`src/hdl/stm_params.svh`:
```
/*
  Constants of the compare-output timer: register byte offsets, field positions and reset values.
  Assumes the including file sits on the classic Wishbone bus with 32-bit data and byte addresses.
*/
// Contract
// [RL1] Compare mode: control bit gives initial pin level.
// [RL2] Waveform modes: control bit gives active level.
// [RL3] Invert bit flips pin, not in timer mode.
// [RL4] Swap bit exchanges period and duty registers.
// [RL5] Clear-select picks compare-A or compare-P/overflow clear.
// [RL6] Compare-P zero means overflow at maximum count.
// [RL7] Clear-select ignored in PWM, pulse, capture.
// [RL8] Counter readable as two zero-reset read-only bytes.
// [RL9] Compare-A held in two zero-reset byte registers.
// [RL10] Compare-P checks only counter bits fifteen to eight.
// [RL11] Compare-P period is value times 256, zero 65536.
// [RL12] Two-bit mode field selects four operating modes.
// [RL13] Mode 00 is compare output with three clears.
// [RL14] Clear-select zero raises both match flags.
// [RL15] Clear-select one raises only the compare-A flag.
// [RL16] Software never writes compare-A zero in compare mode.
// [RL17] Only compare-A matches change the output pin.
// [RL18] Pin function: high, low, toggle, or unchanged.
// [RL19] Run bit rising loads the initial pin level.
// [RL20] Modes 01 capture, 10 waveform, 11 timer.
// [RL21] Timer mode counts like compare mode, pin unused.
// [RL22] Pin function codes: 01 low, 10 high, 11 toggle.
`ifndef STM_PARAMS_SVH
`define STM_PARAMS_SVH

`define STM_OFS_CTRL_ONE   8'h00
`define STM_OFS_COUNT_LOW  8'h04
`define STM_OFS_COUNT_HIGH 8'h08
`define STM_OFS_CMP_A_LOW  8'h0C
`define STM_OFS_CMP_A_HIGH 8'h10
`define STM_OFS_CMP_P      8'h14
`define STM_OFS_RUN        8'h18
`define STM_OFS_FLAGS      8'h1C

`define STM_POS_MODE_HI    7
`define STM_POS_MODE_LO    6
`define STM_POS_PINF_HI    5
`define STM_POS_PINF_LO    4
`define STM_POS_INIT_LEVEL 3
`define STM_POS_INVERT     2
`define STM_POS_SWAP       1
`define STM_POS_CLEAR_SEL  0
`define STM_POS_RUN        0
`define STM_POS_FLAG_A     0
`define STM_POS_FLAG_P     1

`define STM_RST_BYTE       8'h00
`define STM_RST_COUNT      16'h0000
`define STM_LOW_BYTE_TOP   8'hFF

`endif

```
`src/hdl/stm_pkg.sv`:
```
/*
  Types shared by the compare-output timer: operating mode and pin function encodings.
  Assumes nothing of its surroundings.
*/
package stm_pkg;

  typedef enum logic [1:0] {
    STM_MODE_COMPARE = 2'h0,
    STM_MODE_CAPTURE = 2'h1,
    STM_MODE_WAVE    = 2'h2,
    STM_MODE_TIMER   = 2'h3
  } stm_mode_t;

  typedef enum logic [1:0] {
    STM_PINF_HOLD   = 2'h0,
    STM_PINF_LOW    = 2'h1,
    STM_PINF_HIGH   = 2'h2,
    STM_PINF_TOGGLE = 2'h3
  } stm_pinf_t;

endpackage

```
`src/hdl/stm_timer.sv`:
```
/*
  Sixteen-bit standard timer with compare-A / coarse compare-P matching, compare output,
  simple PWM and single pulse output, reached over a classic Wishbone slave port.
  Assumes one 10 MHz clock that is also the timer clock, and a synchronous active-high reset.
*/
// The Wishbone slave port and the register addresses were left to the implementer.
`timescale 1ns/1ns
`include "stm_params.svh"

module stm_timer (
  input  wire logic        clk_i,
  input  wire logic        rst_i,
  input  wire logic        wb_cyc_i,
  input  wire logic        wb_stb_i,
  input  wire logic        wb_we_i,
  input  wire logic [7:0]  wb_adr_i,
  input  wire logic [3:0]  wb_sel_i,
  input  wire logic [31:0] wb_dat_i,
  output logic      [31:0] wb_dat_o,
  output logic             wb_ack_o,
  output logic             timer_output_pin_o,
  output logic             timer_output_pin_oe_o
);

  logic [7:0]            timer_control_one;
  logic [7:0]            compare_a_low;
  logic [7:0]            compare_a_high;
  logic [7:0]            compare_p_coarse;
  logic                  timer_run_bit;
  logic                  run_q;
  logic [15:0]           count;
  logic [1:0]            flags;
  logic                  pin_level;
  logic                  next_pin;
  logic [31:0]           next_rd;
  logic                  wr_en;
  logic [15:0]           compare_a_value;
  logic [15:0]           p_match_count;
  stm_pkg::stm_mode_t    mode;
  stm_pkg::stm_pinf_t    pin_function;
  logic                  init_level;
  logic                  output_invert;
  logic                  period_duty_swap;
  logic                  clear_select;
  logic                  is_cmp;
  logic                  is_tc;
  logic                  cmp_like;
  logic                  is_cap;
  logic                  is_pwm;
  logic                  is_sp;
  logic                  run_rise;
  logic                  active;
  logic                  a_match;
  logic                  p_match;
  logic                  clear_now;
  logic                  sp_end;
  logic                  duty_on;
  logic                  wave_on;
  logic [1:0]            flag_set;
  logic [1:0]            flag_clr;

  assign mode             = stm_pkg::stm_mode_t'(timer_control_one[`STM_POS_MODE_HI:`STM_POS_MODE_LO]); // [RL12]
  assign pin_function     = stm_pkg::stm_pinf_t'(timer_control_one[`STM_POS_PINF_HI:`STM_POS_PINF_LO]);
  assign init_level       = timer_control_one[`STM_POS_INIT_LEVEL];
  assign output_invert    = timer_control_one[`STM_POS_INVERT];
  assign period_duty_swap = timer_control_one[`STM_POS_SWAP];
  assign clear_select     = timer_control_one[`STM_POS_CLEAR_SEL];

  // Mode decode: 00 compare, 01 capture, 10 PWM or single pulse, 11 timer.
  assign is_cmp   = (mode == stm_pkg::STM_MODE_COMPARE); // [RL13] [RL20]
  assign is_tc    = (mode == stm_pkg::STM_MODE_TIMER); // [RL20]
  assign is_cap   = (mode == stm_pkg::STM_MODE_CAPTURE); // [RL20]
  assign cmp_like = is_cmp | is_tc; // [RL21]
  assign is_sp    = (mode == stm_pkg::STM_MODE_WAVE) & (pin_function == stm_pkg::STM_PINF_TOGGLE);
  assign is_pwm   = (mode == stm_pkg::STM_MODE_WAVE) & ~is_sp;

  assign compare_a_value = {compare_a_high, compare_a_low};
  assign run_rise        = timer_run_bit & ~run_q;
  assign active          = timer_run_bit & run_q;

  // Compare-P sees only the high byte; the match sits on the last count of the 256-step block it selects,
  // so a value of zero wraps to all ones and the clear then coincides with overflow.
  assign p_match_count = {8'(compare_p_coarse - 8'h01), `STM_LOW_BYTE_TOP}; // [RL10] [RL11] [RL6]
  assign a_match       = active & (count == compare_a_value);
  assign p_match       = active & (count == p_match_count); // [RL10]

  always_comb
  begin
    if (cmp_like)
      clear_now = clear_select ? a_match : p_match; // [RL5] [RL13]
    else if (is_pwm)
      clear_now = period_duty_swap ? a_match : p_match; // [RL4] [RL7]
    else if (is_cap)
      clear_now = p_match; // [RL7]
    else
      clear_now = 1'b0;
  end

  // Single pulse ends on a compare-A match; the run bit then drops and the counter stops.
  assign sp_end = is_sp & a_match;

  // Capture events are not modelled, so capture mode raises no compare-A flag.
  assign flag_set[`STM_POS_FLAG_A] = a_match & ~is_cap; // [RL14] [RL15]
  assign flag_set[`STM_POS_FLAG_P] = p_match & ~(cmp_like & clear_select) & ~is_sp; // [RL14] [RL15]

  assign wr_en    = wb_cyc_i & wb_stb_i & wb_we_i & wb_ack_o & wb_sel_i[0];
  assign flag_clr = (wr_en && wb_adr_i == `STM_OFS_FLAGS) ? wb_dat_i[1:0] : 2'h0;

  always_ff @(posedge clk_i)
  begin
    if (rst_i)
      timer_control_one <= `STM_RST_BYTE;
    else if (wr_en && wb_adr_i == `STM_OFS_CTRL_ONE)
      timer_control_one <= wb_dat_i[7:0];
  end

  always_ff @(posedge clk_i)
  begin
    if (rst_i)
    begin
      compare_a_low  <= `STM_RST_BYTE;
      compare_a_high <= `STM_RST_BYTE;
    end
    else if (wr_en && wb_adr_i == `STM_OFS_CMP_A_LOW)
      compare_a_low <= wb_dat_i[7:0]; // [RL9]
    else if (wr_en && wb_adr_i == `STM_OFS_CMP_A_HIGH)
      compare_a_high <= wb_dat_i[7:0]; // [RL9]
  end

  always_ff @(posedge clk_i)
  begin
    if (rst_i)
      compare_p_coarse <= `STM_RST_BYTE;
    else if (wr_en && wb_adr_i == `STM_OFS_CMP_P)
      compare_p_coarse <= wb_dat_i[7:0];
  end

  // A software write to the run register takes precedence over the pulse-end clear.
  always_ff @(posedge clk_i)
  begin
    if (rst_i)
      timer_run_bit <= 1'b0;
    else if (wr_en && wb_adr_i == `STM_OFS_RUN)
      timer_run_bit <= wb_dat_i[`STM_POS_RUN];
    else if (sp_end)
      timer_run_bit <= 1'b0;
  end

  always_ff @(posedge clk_i)
  begin
    if (rst_i)
      run_q <= 1'b0;
    else
      run_q <= timer_run_bit;
  end

  always_ff @(posedge clk_i)
  begin
    if (rst_i)
      count <= `STM_RST_COUNT; // [RL8]
    else if (run_rise || clear_now)
      count <= `STM_RST_COUNT; // [RL5]
    else if (timer_run_bit)
      count <= 16'(count + 16'h0001); // [RL6]
  end

  // Hardware sets win over a software clear landing in the same cycle.
  genvar g;
  generate
    for (g = 0; g < 2; g++)
    begin : g_flag
      always_ff @(posedge clk_i)
      begin
        if (rst_i)
          flags[g] <= 1'b0;
        else if (flag_set[g])
          flags[g] <= 1'b1; // [RL14]
        else if (flag_clr[g])
          flags[g] <= 1'b0;
      end
    end
  endgenerate

  // Duty by compare-A, or by compare-P times 256 when swapped; zero there means the full 65536.
  always_comb
  begin
    if (period_duty_swap)
      duty_on = (compare_p_coarse == 8'h00) | (count < {compare_p_coarse, 8'h00}); // [RL4]
    else
      duty_on = (count < compare_a_value); // [RL4]
    case (pin_function)
      stm_pkg::STM_PINF_HOLD:   wave_on = 1'b0;
      stm_pkg::STM_PINF_LOW:    wave_on = 1'b1;
      stm_pkg::STM_PINF_HIGH:   wave_on = timer_run_bit & duty_on;
      stm_pkg::STM_PINF_TOGGLE: wave_on = timer_run_bit & ~sp_end;
      default:                  wave_on = 1'b0;
    endcase
  end

  always_comb
  begin
    next_pin = pin_level;
    if (is_cmp)
    begin
      if (run_rise)
        next_pin = init_level; // [RL19] [RL1]
      else if (a_match)
      begin
        case (pin_function) // [RL17] [RL18] [RL22]
          stm_pkg::STM_PINF_LOW:    next_pin = 1'b0;
          stm_pkg::STM_PINF_HIGH:   next_pin = 1'b1;
          stm_pkg::STM_PINF_TOGGLE: next_pin = ~pin_level;
          default:                  next_pin = pin_level;
        endcase
      end
    end
    else if (is_pwm || is_sp)
      next_pin = wave_on ? init_level : ~init_level; // [RL2]
  end

  always_ff @(posedge clk_i)
  begin
    if (rst_i)
      pin_level <= 1'b0;
    else
      pin_level <= next_pin;
  end

  // The pin is released in timer and capture modes so it can serve another function.
  always_ff @(posedge clk_i)
  begin
    if (rst_i)
    begin
      timer_output_pin_o    <= 1'b0;
      timer_output_pin_oe_o <= 1'b0;
    end
    else
    begin
      timer_output_pin_o    <= is_tc ? 1'b0 : (next_pin ^ output_invert); // [RL3] [RL21]
      timer_output_pin_oe_o <= ~is_tc & ~is_cap; // [RL21]
    end
  end

  always_comb
  begin
    next_rd = 32'h00000000;
    case (wb_adr_i)
      `STM_OFS_CTRL_ONE:   next_rd[7:0] = timer_control_one;
      `STM_OFS_COUNT_LOW:  next_rd[7:0] = count[7:0]; // [RL8]
      `STM_OFS_COUNT_HIGH: next_rd[7:0] = count[15:8]; // [RL8]
      `STM_OFS_CMP_A_LOW:  next_rd[7:0] = compare_a_low;
      `STM_OFS_CMP_A_HIGH: next_rd[7:0] = compare_a_high;
      `STM_OFS_CMP_P:      next_rd[7:0] = compare_p_coarse;
      `STM_OFS_RUN:        next_rd[`STM_POS_RUN] = timer_run_bit;
      `STM_OFS_FLAGS:      next_rd[1:0] = flags;
      default:             next_rd = 32'h00000000;
    endcase
  end

  always_ff @(posedge clk_i)
  begin
    if (rst_i)
      wb_ack_o <= 1'b0;
    else
      wb_ack_o <= wb_cyc_i & wb_stb_i & ~wb_ack_o;
  end

  always_ff @(posedge clk_i)
  begin
    if (rst_i)
      wb_dat_o <= 32'h00000000;
    else if (wb_cyc_i && wb_stb_i && !wb_ack_o)
      wb_dat_o <= next_rd;
  end
endmodule

```
`config.mk`:
```
export PLATFORM = sky130hd
export DESIGN_NAME = stm_timer
export DESIGN_NICKNAME = d
export VERILOG_FILES = /design/src/hdl/stm_pkg.sv /design/src/hdl/stm_timer.sv
export VERILOG_INCLUDE_DIRS = /design/src /design/src/hdl
export SDC_FILE = /design/constraint.sdc
export NUM_CORES = 1
export LEC_CHECK = 0
export BUFFER_PORTS_ARGS = -buffer_cell sky130_fd_sc_hd__buf_2
export CORE_AREA = 2 2 90 92
export DETAILED_ROUTE_END_ITERATION = 12
export DIE_AREA = 0 0 92 94
export PLACE_DENSITY = 0.79
export SKIP_LAST_GASP = 1
export SLEW_MARGIN = 20
export SYNTH_ARGS = -nofsm -noshare
export SYNTH_HDL_FRONTEND = slang
export SYNTH_SLANG_ARGS = --single-unit
```
`constraint.sdc`:
```
create_clock -name clk_i -period 3.1 [get_ports clk_i]
set_input_delay 0.31 -clock clk_i [delete_from_list [all_inputs] [get_ports clk_i]]
set_output_delay 0.31 -clock clk_i [all_outputs]
set_load 0.03 [all_outputs]
```
==> impl_metrics.toml <==
[clock_network]
root_buffer = "clkbuf_8"
ctsResizeCount = 0
post-cts-setup-buffers = 0
cts_buffers = 9
cts_hold_buf = 0
clk_pin_slew_ns = 0.07
cts_tree = "done"
htree_levels = 3
clk_path_buf_depth = 2
clock_latency_ns = 0.35
cts.sink_count = 64

[sta]
period_needed_ns = 2.70
finalSetupTns_ns = 0
worstMarginPinSlew_ns = 0.753
final-hold-violation-count = 0
drv_slew = 0
rsz0062_at_grt = "no"
hold_slack_ns = 0.259
setup_viol = 0
slew-limit-headroom_pct = 49.4
fin_crit_sh_pct = 87.1
clock.fmax_mhz = 370
skew_ns = 0.00755

[yosys]
synth_edf_count = 0
yosys_warnings = 0
syn_avg_cell_area_um2 = 8.97
synth_seq_cells = 64
syn-cell-area_um2 = 4140
synth-async-reset-ratio_pct = 0
synthCells = 462
seq_area_frac_synth_pct = 30.9
synth_cell_type_count = 59
synthFlopType = "dfxtp_1"

[floorplanning]
rows = 32
core-area_um2 = 7610
ioPinCount = 84
die_w_um = 92
die_h_um = 94
die-area_um2 = 8650
initial_core_util_pct = 54.5

[global_routing]
track_usage_pct = 24.6
grt_pass1_wl_mm = 16.4
grt_pass1_vias = 3354
grt_max_degree = 31
grt.overflow.total = 0
antenna_found_initial = 0

[pwr]
p_sw_w = 0.000417
internal_power_w = 0.00127
p_leak_nw = 1.87
peakVddDrop_v = 0.000254
p_comb_share_pct = 7.6
p_seq_share_pct = 49.3
p_per_area_nw_per_um2 = 373
power.share.clock_pct = 43.1
sw_frac_of_total_pct = 24.7

[routing]
wire_per_inst_um = 16.4
viasPerCell = 5.73
dr_total_vias = 3459
drt_wl_total_mm = 9.93
drtAntennaViolNets = 0
drt_iter0_drc = 257
drcViolationCount = 0
drt_pass1_iterations = 7

[job]
drv_cap = 0

[worst_setup_path]
r2r_start = "count[14]"
cp-startpoint = "count[14]"
cp-endpoint = "count[6]"
worst_r2r_endpoint = "count[6]"
r2r_setup_slack_ns = 0.40
path_class = "flip-flop to flip-flop"
rr_worst_depth = 8
cp_data_required_time_ns = 3.33
cp-end-kind = "flip-flop"
critPathLaunchType = "flip-flop"
critical_path.max_fanout = 16
cp_data_arrival_time_ns = 2.93

[cells_and_area]
final_nets = 577
fillers = 687
syn_to_final_growth_pct = 9.06
stdcell_count = 604
final_core_util_pct = 59.4
diodes = 0
drive_gt1_share_pct = 16.3

[outcome]
status = "complete, no violations"

[placed_design]
placed_cells = 588
dp_hpwl_mm = 7.58
gp_congestion = 0.947
port_buffers = 32

[hold_path]
min_path_type = "input pin to flip-flop"
[per-layer routing]
metal	wire length (um)	up-vias	GRT usage, %
li1	-	1649	-
met1	4160	1624	30.2
met2	4760	159	41.4
met3	689	27	4.90
met4	321	0	12.2
met5	0	-	0
[how the worst min path moves through the flow]
stage / startpoint / to / slack, ns / depth (start not counted)
2_1_floorplan: flags[0] / flags[0] / 0.45 / 2
3_3_place_gp: wb_dat_o[0] / wb_dat_o[0] / 0.46 / 2
3_5_place_dp: wb_dat_o[0] / wb_dat_o[0] / 0.47 / 2
4_1_cts: wb_stb_i / wb_ack_o / 0.25 / 3
5_1_grt: wb_dat_i[4] / timer_control_one[4] / 0.27 / 3
6_report: wb_dat_i[6] / timer_control_one[6] / 0.26 / 3
[through the flow]
step	worst slack (ns)	power, W	instance area [um2]
after global routing	0.252	0.00175	4520
after CTS	0.432	0.00170	4520
final	0.401	0.00169	4520
after floorplan	0.716	0.000968	4230
after detailed placement	0.450	0.000978	4320
after global placement	0.481	0.000977	4320
[worst max-delay path: stages, from the launching register on]
cell and delay, ns:
dfxtp_1 0.41, ha_1 0.34, nand4_1 0.22, or3_1 0.42
or3_2 0.46, and3_1 0.19, o21ai_0 0.18, a21o_4 0.28
nor2_1 0.08
[flip-flops by register name (all words and copies together) (netlist names)]
register and cells:
wb_dat_o 8, flags 2, timer_output_pin_o 1, compare_a_high 8
timer_run_bit 1, compare_a_low 8, pin_level 1, timer_control_one 8
run_q 1, timer_output_pin_oe_o 1, wb_ack_o 1, count 16
compare_p_coarse 8
[cells in the mapped netlist, types with 3 or more instances]
cell       n  area share [%]
o21ai_0    3            0.36
nand4_1    8             1.2
a21oi_1   11             1.3
xnor2_1   14             3.0
nor2_2     4            0.60
ha_1      31             9.4
o211ai_1   5            0.91
a31oi_1    4            0.60
nor2b_1   13             2.0
mux4_2     7             3.8
nand2_1   18             1.6
nand3_1    8            0.97
a221oi_1   7             1.5
or3_1      3            0.45
buf_2      4            0.48
nor2_1    71             6.4
dfxtp_1   64              31
inv_1     34             3.1
buf_4     25             4.5
or4_1      6             1.1
nor4_1     5            0.75
clkbuf_1  10            0.91
a211oi_1   8             1.4
nor3_1     7            0.85
and3_1     7             1.1
xor2_1     9             1.9
mux2i_1   35             8.5
[layout by cell type (no fill, tap or decap), types with 13 or more instances in the layout]
cell type and instances:
nor2_1 71, buf_2 32, nor2b_1 13, nand2_1 18, ha_1 31, mux2i_1 35
inv_1 34, dfxtp_1 64, xnor2_1 14, conb_1 24
[final cells by class]
class	instances	area (um2)	share of cell area (%)
repair buffers	43	243	5.37
inverters	34	128	2.82
clock buffers	13	159	3.52
well taps	102	128	2.82
flip-flops and latches	64	1280	28.3
clock inverters	3	40.0	0.886
multi-input cells	345	2540	56.2
[power by group through the flow]
stage                     logic (W)  clock network [W]  registers (W)
after global routing       0.000137           0.000778       0.000832
after CTS                  0.000128           0.000743       0.000832
after global placement     0.000127                  0       0.000850
after detailed placement   0.000128                  0       0.000850
after floorplan            0.000104                  0       0.000864
final                      0.000128           0.000728       0.000832
[cell families (layout without fill, tap and decap cells)]
kind of cell | Yosys count | count (layout) | share of synthesized area (%)
AND/OR/NAND/NOR | 161 | 161 | 19.6
buffers and inverters | 76 | 93 | 9.84
flip-flops | 64 | 64 | 30.9
AO/OA/AOI/OAI | 62 | 62 | 12.2
multiplexers | 44 | 44 | 13.2
adder cells (fa/ha/maj) | 31 | 31 | 9.36
XOR/XNOR | 23 | 23 | 4.86
other | 1 | 24 | 0.0905
Note: power is estimated with default switching activity, not from simulation.
